<file path="src/include/pstc_pkg.sv">
package pstc_pkg;
	localparam int CLK_PERIOD_NS = 5;
	localparam int TICK_NS = 40;
	localparam int PHASE_STEP_NS = 8;
	localparam int TICK_CYCLES = (TICK_NS + CLK_PERIOD_NS - 1) / CLK_PERIOD_NS;
	localparam int CNT_W = $clog2(TICK_CYCLES);

	localparam logic [11:0] OFS_CONTROL = 12'h600;
	localparam logic [11:0] OFS_CONFIG = 12'h602;
	localparam logic [11:0] OFS_NS_LOW = 12'h604;
	localparam logic [11:0] OFS_NS_HIGH = 12'h606;
	localparam logic [11:0] OFS_SEC_LOW = 12'h608;
	localparam logic [11:0] OFS_SEC_HIGH = 12'h60A;
	localparam logic [11:0] OFS_PHASE = 12'h60C;
	localparam logic [11:0] OFS_SUBNS_LOW = 12'h614;
	localparam logic [11:0] OFS_SUBNS_HIGH = 12'h616;

	localparam int CTL_LOAD_BIT = 0;
	localparam int CTL_SNAPSHOT_BIT = 1;
	localparam int CTL_STEP_BIT = 2;
	localparam int CTL_DIR_BIT = 3;
	localparam int CFG_P2P_BIT = 0;
	localparam int CFG_MASTER_BIT = 1;
	localparam int CFG_ONESTEP_BIT = 2;

	localparam logic [29:0] NS_WRAP = 30'h3B9ACA00;
	localparam logic [5:0] NS_INC_SLOW = 6'h27;
	localparam logic [5:0] NS_INC_NOM = 6'h28;
	localparam logic [5:0] NS_INC_FAST = 6'h29;

	localparam logic [31:0] SEC_RESET = 32'h00000000;
	localparam logic [29:0] NS_RESET = 30'h00000000;
	localparam logic [31:0] SUBNS_RESET = 32'h00000000;
	localparam logic [2:0] PHASE_RESET = 3'h0;
	localparam logic [2:0] CFG_RESET = 3'h0;

	localparam logic [3:0] MSG_SYNC = 4'h0;
	localparam logic [3:0] MSG_DELAY_REQ = 4'h1;
	localparam logic [3:0] MSG_PDELAY_REQ = 4'h2;
	localparam logic [3:0] MSG_PDELAY_RESP = 4'h3;
endpackage

</file>
<file path="src/design/pstc_system_time.sv">
`timescale 1ns/100ps
// Functional notes
// Seconds, nanoseconds, fraction counters, all software accessible
// Time updates once every 40ns
// Nanoseconds advance 39, 40 or 41
// Three-bit phase marks five 8ns sub-phases
// Nanoseconds wrap at one billion
// Nanosecond wrap increments seconds
// Fraction overflow carries into nanoseconds
// Seconds only 32 bits; software handles wrap
// Seconds or nanoseconds write clears phase
// Phase restarts each interval, steps every 8ns
// Write time registers, then load bit
// Snapshot bit freezes time for reads
// Software adds phase to snapshot time
// Step adds or subtracts nanoseconds, self-clears
// Network port E2E/P2P, host master/slave
// Timestamps only for the four event messages
// One-step or two-step Sync operation
module pstc_system_time #(
	parameter logic [31:0] SUBNS_STEP = 32'h00000000,
	parameter logic SUBNS_DOWN = 1'b0
) (
	input wire logic clk,
	input wire logic rst_n,
	input wire logic [11:0] regAddr,
	input wire logic regWr,
	input wire logic regRd,
	input wire logic [15:0] regWrData,
	output logic [15:0] regRdData,
	output logic regRdValid,
	input wire logic tsIngress,
	input wire logic tsEgress,
	input wire logic [3:0] tsMsgType,
	output logic [31:0] tsSec,
	output logic [29:0] tsNs,
	output logic [2:0] tsPhase,
	output logic tsIsEgress,
	output logic tsValid,
	output logic followUpNeeded,
	output logic p2pMode,
	output logic hostMaster,
	output logic oneStepMode,
	output logic [31:0] timeSec,
	output logic [29:0] timeNs,
	output logic [2:0] timePhase
);
	import pstc_pkg::*;

	// Cycle slot within the 40ns interval maps to the 8ns sub-phase
	function automatic logic [2:0] phaseOf(input logic [CNT_W-1:0] cnt);
		logic [CNT_W+2:0] scaled;
		scaled = {3'h0, cnt} * (CNT_W + 3)'(CLK_PERIOD_NS);
		phaseOf = 3'(scaled / (CNT_W + 3)'(PHASE_STEP_NS));
	endfunction

	// First slot that already lies in the requested sub-phase
	function automatic logic [CNT_W-1:0] slotOf(input logic [2:0] ph);
		logic [CNT_W+2:0] scaled;
		scaled = {{CNT_W{1'b0}}, ph} * (CNT_W + 3)'(PHASE_STEP_NS);
		slotOf = CNT_W'((scaled + (CNT_W + 3)'(CLK_PERIOD_NS - 1))
			/ (CNT_W + 3)'(CLK_PERIOD_NS));
	endfunction

	function automatic logic isEventMsg(input logic [3:0] t);
		isEventMsg = (t == MSG_SYNC) || (t == MSG_DELAY_REQ) ||
			(t == MSG_PDELAY_REQ) || (t == MSG_PDELAY_RESP);
	endfunction

	logic [31:0] sec_q, sec_d;
	logic [29:0] ns_q, ns_d;
	logic [31:0] subNs_q, subNs_d;
	logic [CNT_W-1:0] tickCnt_q, tickCnt_d;
	logic [31:0] setSec_q;
	logic [29:0] setNs_q;
	logic [2:0] setPhase_q;
	logic [31:0] snapSec_q;
	logic [29:0] snapNs_q;
	logic [2:0] snapPhase_q;
	logic stepPend_q, stepDir_q;
	logic [2:0] cfg_q;

	wire logic wrCtl = regWr && (regAddr == OFS_CONTROL);
	wire logic wrCfg = regWr && (regAddr == OFS_CONFIG);
	wire logic wrNsLo = regWr && (regAddr == OFS_NS_LOW);
	wire logic wrNsHi = regWr && (regAddr == OFS_NS_HIGH);
	wire logic wrSecLo = regWr && (regAddr == OFS_SEC_LOW);
	wire logic wrSecHi = regWr && (regAddr == OFS_SEC_HIGH);
	wire logic wrPhase = regWr && (regAddr == OFS_PHASE);
	wire logic wrSubLo = regWr && (regAddr == OFS_SUBNS_LOW);
	wire logic wrSubHi = regWr && (regAddr == OFS_SUBNS_HIGH);
	wire logic wrTime = wrNsLo || wrNsHi || wrSecLo || wrSecHi;
	wire logic loadNow = wrCtl && regWrData[CTL_LOAD_BIT];
	wire logic snapNow = wrCtl && regWrData[CTL_SNAPSHOT_BIT];
	wire logic stepReq = wrCtl && regWrData[CTL_STEP_BIT];
	wire logic tickNow = (tickCnt_q == CNT_W'(TICK_CYCLES - 1));
	wire logic [2:0] livePhase = phaseOf(tickCnt_q);

	// Fraction accumulator; a carry or borrow bends the nominal step
	wire logic [32:0] subSum = SUBNS_DOWN ? ({1'b0, subNs_q} - {1'b0, SUBNS_STEP})
		: ({1'b0, subNs_q} + {1'b0, SUBNS_STEP});
	wire logic subCarry = subSum[32];
	wire logic [5:0] nsInc = !subCarry ? NS_INC_NOM : (SUBNS_DOWN ? NS_INC_SLOW : NS_INC_FAST);
	wire logic [30:0] nsAdd = {1'b0, ns_q} + {25'h0, nsInc};
	wire logic tickWrap = nsAdd >= {1'b0, NS_WRAP};
	wire logic [30:0] nsTick = tickWrap ? (nsAdd - {1'b0, NS_WRAP}) : nsAdd;

	// Step amount assumed below one second so a single wrap suffices
	wire logic [30:0] stepSum = {1'b0, ns_q} + {1'b0, setNs_q};
	wire logic stepOver = stepSum >= {1'b0, NS_WRAP};
	wire logic stepUnder = ns_q < setNs_q;
	wire logic [30:0] stepAddNs = stepOver ? (stepSum - {1'b0, NS_WRAP}) : stepSum;
	wire logic [30:0] stepSubNs = stepUnder ? ({1'b0, ns_q} + {1'b0, NS_WRAP} - {1'b0, setNs_q})
		: ({1'b0, ns_q} - {1'b0, setNs_q});
	// Step waits off the tick slot so both never collide on the counters
	wire logic stepApply = stepPend_q && !tickNow && !loadNow;

	always_comb begin
		sec_d = sec_q;
		ns_d = ns_q;
		subNs_d = subNs_q;
		tickCnt_d = tickNow ? CNT_W'(0) : CNT_W'(tickCnt_q + CNT_W'(1));
		if (loadNow) begin
			sec_d = setSec_q;
			ns_d = setNs_q;
			tickCnt_d = slotOf(setPhase_q);
		end else if (tickNow) begin
			subNs_d = subSum[31:0];
			ns_d = nsTick[29:0];
			if (tickWrap) begin
				sec_d = sec_q + 32'h00000001;
			end
		end else if (stepApply) begin
			if (stepDir_q) begin
				ns_d = stepAddNs[29:0];
				sec_d = stepOver ? sec_q + 32'h00000001 : sec_q;
			end else begin
				ns_d = stepSubNs[29:0];
				sec_d = stepUnder ? sec_q - 32'h00000001 : sec_q;
			end
		end
		if (wrSubLo) begin
			subNs_d = {subNs_q[31:16], regWrData};
		end
		if (wrSubHi) begin
			subNs_d = {regWrData, subNs_q[15:0]};
		end
	end

	always_ff @(posedge clk or negedge rst_n) begin
		if (!rst_n) begin
			sec_q <= SEC_RESET;
			ns_q <= NS_RESET;
			subNs_q <= SUBNS_RESET;
			tickCnt_q <= '0;
		end else begin
			sec_q <= sec_d;
			ns_q <= ns_d;
			subNs_q <= subNs_d;
			tickCnt_q <= tickCnt_d;
		end
	end

	// Staging registers hold software values for load and step
	always_ff @(posedge clk or negedge rst_n) begin
		if (!rst_n) begin
			setSec_q <= SEC_RESET;
			setNs_q <= NS_RESET;
			setPhase_q <= PHASE_RESET;
		end else begin
			if (wrNsLo) setNs_q[15:0] <= regWrData;
			if (wrNsHi) setNs_q[29:16] <= regWrData[13:0];
			if (wrSecLo) setSec_q[15:0] <= regWrData;
			if (wrSecHi) setSec_q[31:16] <= regWrData;
			if (wrPhase) setPhase_q <= regWrData[2:0];
			else if (wrTime) setPhase_q <= PHASE_RESET;
		end
	end

	always_ff @(posedge clk or negedge rst_n) begin
		if (!rst_n) begin
			snapSec_q <= SEC_RESET;
			snapNs_q <= NS_RESET;
			snapPhase_q <= PHASE_RESET;
		end else if (snapNow) begin
			snapSec_q <= sec_q;
			snapNs_q <= ns_q;
			snapPhase_q <= livePhase;
		end
	end

	// A new request while one is pending wins over the self-clear
	always_ff @(posedge clk or negedge rst_n) begin
		if (!rst_n) begin
			stepPend_q <= 1'b0;
			stepDir_q <= 1'b0;
			cfg_q <= CFG_RESET;
		end else begin
			if (stepReq) begin
				stepPend_q <= 1'b1;
				stepDir_q <= regWrData[CTL_DIR_BIT];
			end else if (stepApply) begin
				stepPend_q <= 1'b0;
			end
			if (wrCfg) cfg_q <= regWrData[2:0];
		end
	end

	logic [15:0] rdMux;
	always_comb begin
		rdMux = 16'h0000;
		if (regAddr == OFS_CONTROL) rdMux = {12'h000, stepDir_q, stepPend_q, 2'b00};
		else if (regAddr == OFS_CONFIG) rdMux = {13'h0000, cfg_q};
		else if (regAddr == OFS_NS_LOW) rdMux = snapNs_q[15:0];
		else if (regAddr == OFS_NS_HIGH) rdMux = {2'b00, snapNs_q[29:16]};
		else if (regAddr == OFS_SEC_LOW) rdMux = snapSec_q[15:0];
		else if (regAddr == OFS_SEC_HIGH) rdMux = snapSec_q[31:16];
		else if (regAddr == OFS_PHASE) rdMux = {13'h0000, snapPhase_q};
		else if (regAddr == OFS_SUBNS_LOW) rdMux = subNs_q[15:0];
		else if (regAddr == OFS_SUBNS_HIGH) rdMux = subNs_q[31:16];
	end

	wire logic evtSeen = (tsIngress || tsEgress) && isEventMsg(tsMsgType);

	always_ff @(posedge clk or negedge rst_n) begin
		if (!rst_n) begin
			regRdData <= 16'h0000;
			regRdValid <= 1'b0;
			tsSec <= SEC_RESET;
			tsNs <= NS_RESET;
			tsPhase <= PHASE_RESET;
			tsIsEgress <= 1'b0;
			tsValid <= 1'b0;
			followUpNeeded <= 1'b0;
		end else begin
			regRdValid <= regRd;
			if (regRd) regRdData <= rdMux;
			tsValid <= evtSeen;
			followUpNeeded <= tsEgress && (tsMsgType == MSG_SYNC) &&
				!cfg_q[CFG_ONESTEP_BIT];
			if (evtSeen) begin
				tsSec <= sec_q;
				tsNs <= ns_q;
				tsPhase <= livePhase;
				tsIsEgress <= tsEgress;
			end
		end
	end

	assign p2pMode = cfg_q[CFG_P2P_BIT];
	assign hostMaster = cfg_q[CFG_MASTER_BIT];
	assign oneStepMode = cfg_q[CFG_ONESTEP_BIT];
	assign timeSec = sec_q;
	assign timeNs = ns_q;
	assign timePhase = livePhase;

	// Whole time in ns; a step must move it by exactly the staged amount
	wire logic [63:0] totalNs = {32'h00000000, sec_q} * 64'(NS_WRAP)
		+ {34'h000000000, ns_q};
endmodule

</file>
<file path="config.mk">
export PLATFORM = sky130hd
export DESIGN_NAME = pstc_system_time
export DESIGN_NICKNAME = d
export VERILOG_FILES = /design/src/include/pstc_pkg.sv /design/src/design/pstc_system_time.sv
export SDC_FILE = /design/constraint.sdc
export NUM_CORES = 1
export LEC_CHECK = 0
export ABC_CLOCK_PERIOD_IN_PS = 5700
export BUFFER_PORTS_ARGS = -buffer_cell sky130_fd_sc_hd__buf_4
export CORE_UTILIZATION = 45
export DETAILED_ROUTE_END_ITERATION = 8
export SLEW_MARGIN = 20
export SYNTH_ARGS = -nofsm -noshare
export SYNTH_HDL_FRONTEND = slang
export SYNTH_SLANG_ARGS = --single-unit
</file>
<file path="constraint.sdc">
create_clock -name clk -period 5.7 [get_ports clk]
set_clock_uncertainty 0.2 [all_clocks]
set_input_delay 0.855 -clock clk [delete_from_list [all_inputs] [get_ports clk]]
set_output_delay 0.855 -clock clk [all_outputs]
set_load 0.05 [all_outputs]
</file>
After elaboration in Yosys (flattened, before gate mapping)
Index checks and enable logic that the tools add are counted.

Register bits: 317. Bits in latches: 0. Bits in writable memories: 0. ROM bits: 0. Input bits: 38. Logic and storage cells: 121. Memories: 0.

Add/sub/neg operators: 11. Multipliers: 1. Divide/modulo/power cells: 1. Order comparisons: 3. Equal/unequal tests: 15. Shift-type cells: 0. Mux-type cells: 31. Bitwise operators: 1. Reduce and logical (&&, ||, !) cells: 34.

Operator list (count): 32-bit 2-to-1 mux (8); 30-bit 2-to-1 mux (7); 16-bit 2-to-1 mux (10); 12-bit by 11-bit == test with 1-bit output, second input constant (9); 31-bit by 30-bit greater-or-equal comparator with 1-bit output, second input constant (2); 30-bit subtractor (2); 30-bit subtractor, second input constant (2); 32-bit by 1-bit adder with 32-bit output, second input constant (1); 32-bit by 1-bit subtractor with 32-bit output, second input constant (1); 30-bit by 30-bit adder with 31-bit output (1); 30-bit by 6-bit adder with 31-bit output, second input constant (1); 30-bit adder, second input constant (1); 30-bit less-than comparator (1); 1-bit logical AND (17); 3-bit 2-to-1 mux (4); 4-bit by 2-bit == test with 1-bit output, second input constant (2); 1-bit logical OR (7); 6-bit by 3-bit adder with 6-bit output, second input constant (1); 6-bit by 3-bit divider with 6-bit output, second input constant (1); 3-bit by 3-bit multiplier with 6-bit output, second input constant (1); 4-bit by 1-bit == test with 1-bit output, second input constant (1); 4-bit logical NOT (1); 4-bit by 1-bit != test with 1-bit output, second input constant (1); 4-bit AND reduction (1); other kinds (10) (14).

Longest topological paths before layout
Gate-level depths: netlist of run 1.

Depth after elaboration: 10. Gate-level depth with buffers: 19.

Worst setup path after synthesis of run 1
Ideal clock, no wire load.

Path kind: register -> register. Start: register ns_q[9], in the netlist timeNs[9]. End: register ns_q[25], in the netlist timeNs[25]. Library setup time: 0.134 ns. Arrival: 4.412 ns. Path slack: 0.953 ns. Cell stages (with the launch flop): 18. Cell sequence: dfrtp_1 > clkbuf_1 > inv_1 > ha_1 > buf_6 > inv_2 > ha_1 > a2111oi_0 > o211ai_1 > a41o_1 > a311oi_1 > o21a_1 > nor2_1 > a2111oi_0 > xor2_1 > o21ai_0 > a221oi_1 > a22oi_1.

Longest elaborated chain between the ends: 7.

RTL lines: from (decl) (RTL line pstc_system_time.sv:71) `logic [29:0] ns_q, ns_d;`; from (signal assigned) (RTL line pstc_system_time.sv:158) `ns_q <= ns_d;`; 30-bit adder / 30-bit by 30-bit adder with 31-bit output (equally long branches) (RTL line pstc_system_time.sv:113, pstc_system_time.sv:109); 30-bit subtractor, or another cell as far along (RTL line pstc_system_time.sv:113) `wire logic [30:0] stepSubNs = stepUnder ? ({1'b0, ns_q} + {1'b0, NS_WRAP} - {1'b0, setNs_q})`; 30-bit 2-to-1 mux (on tied branches) (RTL line pstc_system_time.sv:113, pstc_system_time.sv:112); 30-bit 2-to-1 mux (RTL line pstc_system_time.sv:134) `if (stepDir_q) begin`; 30-bit 2-to-1 mux (RTL line pstc_system_time.sv:133) `end else if (stepApply) begin`; 30-bit 2-to-1 mux * (RTL line pstc_system_time.sv:127) `end else if (tickNow) begin`; 30-bit 2-to-1 mux * (RTL line pstc_system_time.sv:123) `if (loadNow) begin`.

Mark *: on every way between the ends. The rest lies on a longest branch, timed or not. The select of a mux whose other input is x is not followed. A chain may end at the register's enable or synchronous reset.

Worst setup path after layout of run 1
Start: register ns_q[4], in the netlist timeNs[4]. End: register sec_q[23], in the netlist timeSec[23].

Longest elaborated chain between the ends: 4.

RTL lines: 30-bit by 30-bit adder with 31-bit output / 30-bit by 6-bit adder with 31-bit output (equally long branches) (RTL line pstc_system_time.sv:109, pstc_system_time.sv:104); 31-bit by 30-bit greater-or-equal comparator with 1-bit output (on tied branches) (RTL line pstc_system_time.sv:110, pstc_system_time.sv:105); 4-bit by 1-bit != test with 1-bit output (no source line) / 3-bit by 2-bit != test with 1-bit output (equally long branches); 4-bit AND reduction (no source line) *; to (signal assigned) (RTL line pstc_system_time.sv:152) `sec_q <= SEC_RESET;`; to (signal assigned) (RTL line pstc_system_time.sv:157) `sec_q <= sec_d;`; to (decl) (RTL line pstc_system_time.sv:70) `logic [31:0] sec_q, sec_d;`.

Mark *: on every way between the ends. The rest lies on a longest branch, timed or not.

==> results of run 1 <==
==> state kept, by name, summed over array words and instances, names as in the netlist, 16 cells and up <==
name	cells
setNs_q	30
setSec_q	32
tsNs	30
subNs_q	32
snapNs_q	30
regRdData	16
timeNs	30
timeSec	32
tsSec	32
snapSec_q	32
==> cell families after synthesis <==
logic type	synth area share
adders and majority gates	0.0777
xor gates and xnor gates	0.0473
and+or+nand+nor	0.158
buffers and inverters	0.0562
DFF	0.349
muxes	0.100
AOI/OAI and AO/OA	0.212
==> placed cells by master (no fill, tap or decap), types with 39 or more instances in the layout <==
| master | instances |
|---|---|
| ha_1 | 111 |
| nor2_1 | 151 |
| xnor2_1 | 98 |
| a21oi_1 | 158 |
| nand3_1 | 73 |
| inv_1 | 156 |
| nand2_1 | 242 |
| clkbuf_16 | 39 |
| o21ai_0 | 170 |
| mux2_2 | 188 |
| nor3_1 | 59 |
| dfrtp_1 | 316 |
| buf_4 | 259 |
==> metrics by stage <==
| stage | hold WS [ns] | worst slack (ns) | std cells | instance area, um2 | utilization |
|---|---|---|---|---|---|
| global route | 0.242 | 0.145 | 3377 | 26300 | 0.526 |
| global placement | 0.260 | 0.387 | 3309 | 25000 | 0.499 |
| finish | 0.152 | 0.443 | 3378 | 26300 | 0.526 |
| CTS | 0.206 | 0.275 | 3377 | 26300 | 0.526 |
| detailed placement | 0.269 | 0.318 | 3309 | 25000 | 0.499 |
| floorplan | 0.249 | 0.953 | 2530 | 22800 | - |
==> worst min path at each step <==
stage	slack, ns	cells after the start	end
finish	0.15	1	tsPhase[1]$_DFFE_PN0P_
global route	0.24	2	followUpNeeded$_DFF_PN0_
CTS	0.21	1	tsPhase[1]$_DFFE_PN0P_
detailed placement	0.27	2	tsIsEgress$_DFFE_PN0P_
global placement	0.26	2	tsIsEgress$_DFFE_PN0P_
floorplan	0.25	2	snapSec_q[0]$_DFFE_PN0P_
==> final cells by class <==
| class | instances | area share |
|---|---|---|
| antenna | 1 | 0.0000951 |
| clock buffer | 54 | 0.0423 |
| clock inverter | 14 | 0.00884 |
| inverter | 163 | 0.0232 |
| multi-input combinational | 1896 | 0.517 |
| sequential | 317 | 0.301 |
| tap | 672 | 0.0319 |
| timing repair buffer | 261 | 0.0752 |
==> power groups by stage <==
stage	clock network (W)	registers (W)	logic (W)
final	0.00266	0.00281	0.00473
after CTS	0.00268	0.00280	0.00467
after global placement	0	0.00282	0.00462
after global routing	0.00277	0.00283	0.00502
after detailed placement	0	0.00283	0.00464
after floorplan	0	0.00340	0.00251
==> metal layers <==
layer	GRT usage	vias to the layer above	part of all wire
met3	0.0588	210	0.088
met1	0.493	10600	0.43
met4	0.121	4	0.037
met2	0.534	1102	0.44
met5	0	-	0.00028
li1	-	9498	-
==> timing repair <==
item | in CTS | in global routing
hold endpoints to repair | 0 | 0
resized for setup | 0 | 1
endpoints found under the setup margin | 0 | 5
==> results_tabular.tex, run 1 <==
\begin{tabular}{lr}
\hline
Metric & Value \\
\hline
\multicolumn{2}{l}{\textbf{Critical path}} \\
Endpoint required time on the critical path & between 5 and 6 ns \\
Buffering stage count on the worst path with inverters included & 2 \\
Capture point of the critical path & timeSec[23]\$\_DFFE\_PN0P\_ \\
List of cells traversed by the critical path & ha\_1 -> nor2\_4 -> a2111oi\_4 -> o21ai\_1 -> xnor2\_1 -> or4\_1 -> or4bb\_1 -> nor4\_1 -> a31o\_1 -> nand4b\_2 -> buf\_4 -> a41oi\_2 -> buf\_4 -> a221oi\_1 -> o22ai\_1 \\
CP startpoint kind & flip-flop \\
Critical R2R Launch & timeNs[4]\$\_DFFE\_PN0P\_ \\
Maximum cell stage delay along the critical path & about 0.6 ns \\
Nature of the critical path endpoint & flip-flop \\
Timing startpoint of the critical path & timeNs[4]\$\_DFFE\_PN0P\_ \\
Number of cells traversed by the worst register-to-register path & 15 \\
Critical path fanouts, max & 29 \\
Reg2Reg Capture Point & timeSec[23]\$\_DFFE\_PN0P\_ \\
Arr. time, crit path & between 5 and 6 ns \\
Slowest stage cell on the critical path & ha\_1 \\
Critical path class & flip-flop to flip-flop \\
Most common cell type on the critical path & buf\_4 \\
CP top delay family & simple AND/OR/NAND/NOR gates \\
Number of cells on the critical path & 15 \\
Setup slack of the worst register-to-register path & between 0.4 and 0.5 ns \\
\multicolumn{2}{l}{\textbf{Synthesis}} \\
Share of synthesized area occupied by flip-flops and latches & 0.349 \\
Syn avg cell area & $\sim$9.0 um2 \\
Gate Count Post-Synth & about 2500 \\
Most common library cells after synthesis & 317 x dfrtp\_1, 242 x nand2\_1, 188 x mux2\_2 \\
Top cell type's share of synthesized area & 0.349 \\
Count leader, synth & dfrtp\_1 \\
Synth warnings & 0 \\
Nets in the synthesized netlist & between 2000 and 3000 \\
Leading post-synthesis cells by cell area & dfrtp\_1 35\%, mux2\_2 9.3\%, ha\_1 6.1\% \\
Most used flip-flop cell after synthesis & dfrtp\_1 \\
Number of synthesized flops with an enable pin & 0 \\
Number of distinct standard cells referenced by the synthesized netlist & $\sim$110 \\
Seq cells post-synth & $\sim$320 \\
Post-Synthesis Cell Area & 22800 um2 \\
Largest area contributor in the netlist & dfrtp\_1 \\
Fraction of registers with async set/reset & 1.00 \\
\multicolumn{2}{l}{\textbf{Drt}} \\
Final routed wirelength across all metal layers & roughly 90000 um \\
Detail Route Antenna Nets & 0 \\
First-pass DRT Iterations & 8 \\
Number of design rule violations left after detail routing & 2 \\
Mean number of vias per cell & approximately 6.3 \\
Routed WL per cell & $\sim$27 um \\
Vias post-DR & roughly 21000 \\
Count of routing violations after the opening detailed-route iteration & 2285 \\
\multicolumn{2}{l}{\textbf{Cells and area}} \\
Count of fill cells added during filler insertion & 4813 \\
Final net count & $\sim$2800 \\
Multi-input combinational cell area & between 10000 and 15000 um2 \\
Proportion of layout cells with a drive suffix above 1 & 0.220 \\
Area occupied by registers & a little under 8000 um2 \\
Area added between synthesis and finish & 15.6\% \\
\multicolumn{2}{l}{\textbf{Flow run}} \\
Max-capacitance violation count & 0 \\
\multicolumn{2}{l}{\textbf{Global route}} \\
Gr usage total & 0.348 \\
Overflow after GRT & 0 \\
Global-route wire length before repair & about 130000 um \\
Pin count of the biggest net entering global routing & 111 \\
Vias in the first global route & 20200 \\
Number of antenna violations at the first check in global routing & 7 \\
\multicolumn{2}{l}{\textbf{Floorplan}} \\
Die width & between 200 and 250 um \\
Row Count & between 80 and 90 \\
Top-level port count & 191 \\
Starting density of the core & 0.455 \\
Vert. Die Dim & 227 um \\
Area of the core & around 50000 um2 \\
Die area & 51500 um2 \\
\multicolumn{2}{l}{\textbf{Timing}} \\
Pin slew with the least headroom to its limit & 1.11 ns \\
Unrepaired setup endpoints after global routing & no \\
Max-slew violation total from the final report & 0 \\
Final Critical Period & 5.26 ns \\
Fmax & 0.190 GHz \\
Hold violation count in the final report & 0 \\
Fraction of the cycle the final worst path needs & 0.922 \\
Final count of negative-setup-slack endpoints & 0 \\
Normalized max-slew margin & 0.257 \\
Setup total negative slack & 0 ns \\
\multicolumn{2}{l}{\textbf{Clocking}} \\
Post-CTS setup-driven buffer insertion count & 0 \\
Clock buffer depth & 3 \\
Clock-pin slew of the registers on the worst-case setup and hold paths & about 0.070 ns \\
Clock latency on the worst-skew pair & about 0.57 ns \\
TritonCTS clock tree & yes \\
TritonCTS Buffers & 38 \\
Post-CTS Hold Buffers & 0 \\
Total number of H-tree levels & 2 \\
Number of sinks on the clock net & between 300 and 400 \\
Buffer cell driving the clock tree root & clkbuf\_16 \\
\multicolumn{2}{l}{\textbf{Place}} \\
Buffers on Ports & between 150 and 200 \\
Total half-perimeter wirelength after legalization and detailed placement & 66800 um \\
GPL Wtd Cong & 0.965 \\
\multicolumn{2}{l}{\textbf{Pwr}} \\
Int Power & 0.00563 W \\
Power per cell area & between 300 and 400 nW/um2 \\
Leakage component of the power & 11.6 nW \\
Net switching power & around 0.0046 W \\
Net Sw Frac & 0.448 \\
Relative contribution of sequential cells to total power & 0.276 \\
Post-route total power & about 0.01 W \\
Combinational share of power & 0.464 \\
Clk network pwr share & 0.261 \\
Highest ir drop seen on vdd & a little under 0.3 mV \\
\multicolumn{2}{l}{\textbf{Status}} \\
Violated checks & design-rule violations \\
Status & finished with violations \\
\multicolumn{2}{l}{\textbf{Worst hold path}} \\
Class of the tightest hold or removal check & input pin to asynchronous set/reset pin \\
\hline
\end{tabular}
No activity file was read; power rests on OpenSTA's default activity.
==> run 2, diff against run 1 <==
--- a/config.mk
+++ b/config.mk
@@ -7,8 +7,9 @@
 export LEC_CHECK = 0
 export ABC_CLOCK_PERIOD_IN_PS = 5700
 export BUFFER_PORTS_ARGS = -buffer_cell sky130_fd_sc_hd__buf_4
-export CORE_UTILIZATION = 45
+export CORE_UTILIZATION = 58
 export DETAILED_ROUTE_END_ITERATION = 8
+export PLACE_DENSITY = 0.78
 export SLEW_MARGIN = 20
 export SYNTH_ARGS = -nofsm -noshare
 export SYNTH_HDL_FRONTEND = slang
==> results_tabular.tex, run 2 (same netlist as run 1, synthesis figures left out) <==
\begin{tabular}{lr}
\hline
Metric & Value \\
\hline
\multicolumn{2}{l}{\textbf{Place}} \\
Total half-perimeter wirelength after legalization and detailed placement & 64100 um \\
Total cell area at the placement stage & approximately 25000 um2 \\
Buffers on Ports & 190 \\
Total placed cells including tap cells & 3159 \\
GPL Wtd Cong & approximately 1 \\
\multicolumn{2}{l}{\textbf{Drt}} \\
Detail Route met2 WL & approximately 38000 um \\
Detail Route Antenna Nets & 0 \\
Final routed wirelength across all metal layers & 87900 um \\
Mean number of vias per cell & 6.83 \\
First-pass DRT Iterations & 7 \\
Vias post-DR & about 22000 \\
Top Metal Used & met5 \\
Met3 wirelength from detailed routing & approximately 11000 um \\
Post-route met1 wirelength & between 30000 and 40000 um \\
Count of routing violations after the opening detailed-route iteration & between 2000 and 3000 \\
Routed WL per cell & 27.3 um \\
Number of design rule violations left after detail routing & 0 \\
\multicolumn{2}{l}{\textbf{Pwr}} \\
Post-route total power & 0.00995 W \\
Leakage component of the power & $\sim$12 nW \\
Int Power & roughly 0.0054 W \\
Net switching power & 0.00451 W \\
Net Sw Frac & 0.454 \\
Highest ir drop seen on vdd & 0.450 mV \\
Power per cell area & 382 nW/um2 \\
Relative contribution of sequential cells to total power & 0.276 \\
Clk network pwr share & 0.242 \\
Combinational share of power & 0.482 \\
\multicolumn{2}{l}{\textbf{Global route}} \\
Vias in the first global route & about 21000 \\
Overflow after GRT & 0 \\
Pin count of the biggest net entering global routing & approximately 130 \\
Number of antenna violations at the first check in global routing & 6 \\
Gr usage total & 0.435 \\
Global-route wire length before repair & $\sim$130000 um \\
\multicolumn{2}{l}{\textbf{Critical path}} \\
Critical path fanouts, max & 11 \\
Critical path class & flip-flop to flip-flop \\
Maximum cell stage delay along the critical path & a little under 0.7 ns \\
CP top delay family & compound AO/OA/AOI/OAI gates \\
CP startpoint kind & flip-flop \\
List of cells traversed by the critical path & inv\_1 -> fa\_1 -> inv\_1 -> a2111oi\_0 -> o211ai\_1 -> a41o\_1 -> a311oi\_1 -> buf\_4 -> o21a\_1 -> nor2\_1 -> a2111oi\_0 -> xor2\_1 -> o21ai\_0 -> a221oi\_1 -> a22oi\_1 \\
Endpoint required time on the critical path & $\sim$5.9 ns \\
Buffering stage count on the worst path with inverters included & 3 \\
Nature of the critical path endpoint & flip-flop \\
Arr. time, crit path & 5.63 ns \\
Slowest stage cell on the critical path & fa\_1 \\
\multicolumn{2}{l}{\textbf{Floorplan}} \\
Area of the core & roughly 39000 um2 \\
Starting density of the core & 0.589 \\
Vert. Die Dim & approximately 200 um \\
Die area & roughly 40000 um2 \\
Top-level port count & between 150 and 200 \\
Row Count & between 70 and 80 \\
Die width & 200 um \\
\multicolumn{2}{l}{\textbf{Timing}} \\
Fmax & 0.184 GHz \\
Setup total negative slack & 0 ns \\
Final count of negative-setup-slack endpoints & 0 \\
Normalized max-slew margin & 0.146 \\
Pin slew with the least headroom to its limit & between 1 and 1.5 ns \\
Fraction of the cycle the final worst path needs & 0.953 \\
Max-slew violation total from the final report & 0 \\
Hold violation count in the final report & 0 \\
Unrepaired setup endpoints after global routing & no \\
Final Critical Period & approximately 5.4 ns \\
\multicolumn{2}{l}{\textbf{Clocking}} \\
Buffer cell driving the clock tree root & clkbuf\_16 \\
TritonCTS clock tree & yes \\
Clock buffer depth & 3 \\
Post-CTS Hold Buffers & 0 \\
Number of sinks on the clock net & approximately 320 \\
Clock-pin slew of the registers on the worst-case setup and hold paths & roughly 0.06 ns \\
Clock latency on the worst-skew pair & about 0.55 ns \\
Post-CTS setup-driven buffer insertion count & 0 \\
Total number of H-tree levels & 2 \\
Gates resized, CTS repair & 0 \\
TritonCTS Buffers & 37 \\
\multicolumn{2}{l}{\textbf{Cells and area}} \\
Most common library cell in the layout ignoring fill and taps & dfrtp\_1 \\
Final std cell area, no fill & around 26000 um2 \\
Commonest cells after routing, fill and taps aside & 317 x dfrtp\_1, 261 x buf\_4, 242 x nand2\_1, 188 x mux2\_2, 170 x o21ai\_0 \\
Count of fill cells added during filler insertion & between 3000 and 4000 \\
Final net count & approximately 2800 \\
Proportion of layout cells with a drive suffix above 1 & 0.220 \\
Layout Cells excl Fill & 3226 \\
Area added between synthesis and finish & 14.4\% \\
Multi-input combinational cell area & around 14000 um2 \\
Area occupied by registers & 7930 um2 \\
\multicolumn{2}{l}{\textbf{Flow run}} \\
Max-capacitance violation count & 0 \\
\multicolumn{2}{l}{\textbf{Status}} \\
Status & finished clean \\
\multicolumn{2}{l}{\textbf{Worst hold path}} \\
Class of the tightest hold or removal check & input pin to asynchronous set/reset pin \\
\hline
\end{tabular}
-- run 2: cell types whose count changed in the layout (fill, tap and decap cells not counted), sizes merged --
| cell | delta |
|---|---|
| clkinv | +4 |
| clkinvlp | -1 |
| bufinv | -4 |
| clkbuf | -2 |
| buf | +4 |
| diode | +1 |
-- run 2: worst register-to-register path, cell delays in order (launching register included) --
cell and delay, ns:
dfrtp_1 0.65, inv_1 0.31, fa_1 0.69, inv_1 0.10, a2111oi_0 0.55, o211ai_1 0.21
a41o_1 0.32, a311oi_1 0.27, buf_4 0.22, o21a_1 0.26, nor2_1 0.08, a2111oi_0 0.47
xor2_1 0.28, o21ai_0 0.23, a221oi_1 0.33, a22oi_1 0.13
-- run 2: final cells by class --
cell class / count / share of cell area
multi-input combinational: 1896 / 0.522
sequential: 317 / 0.305
timing repair buffer: 265 / 0.0781
clock buffer: 52 / 0.0420
tap: 518 / 0.0249
inverter: 163 / 0.0235
clock inverter: 13 / 0.00452
antenna: 2 / 0.000192
-- run 2: worst paths after layout --
kind                       cells after the start                  endpoint  slack, ns                startpoint
min                                            1    tsPhase[0]$_DFFE_PN0P_       0.10                     rst_n
max reg2reg                                   15    timeNs[25]$_DFFE_PN0P_       0.27     timeNs[8]$_DFFE_PN0P_
max                                           15    timeNs[25]$_DFFE_PN0P_       0.27     timeNs[8]$_DFFE_PN0P_
max in group asynchronous                      2     tsSec[24]$_DFFE_PN0P_       3.73                     rst_n
min in group clk                               2  followUpNeeded$_DFF_PN0_       0.27              tsMsgType[0]
min reg2reg                                    2  snapSec_q[5]$_DFFE_PN0P_       0.28  snapSec_q[5]$_DFFE_PN0P_
-- run 2: routing by layer --
| metal | global-route usage | up-vias |
|---|---|---|
| met5 | 0.00617 | - |
| met4 | 0.197 | 10 |
| met3 | 0.132 | 342 |
| met2 | 0.647 | 1546 |
| met1 | 0.580 | 10700 |
| li1 | - | 9496 |
-- run 2: stage by stage --
step	setup slack, ns	hold WS, ns	utilization
2_1_floorplan	0.953	0.249	-
3_3_place_gp	0.611	0.260	0.642
3_5_place_dp	0.498	0.277	0.642
4_1_cts	0.457	0.207	0.674
5_1_grt	0.0624	0.201	0.674
6_report	0.270	0.103	0.674
-- run 2: power groups by stage --
stage               registers (W)  clock network, W  logic [W]
floorplan                 0.00340                 0    0.00251
global placement          0.00275                 0    0.00461
detailed placement        0.00277                 0    0.00465
CTS                       0.00273           0.00240    0.00468
global route              0.00277           0.00249    0.00507
finish                    0.00275           0.00240    0.00480
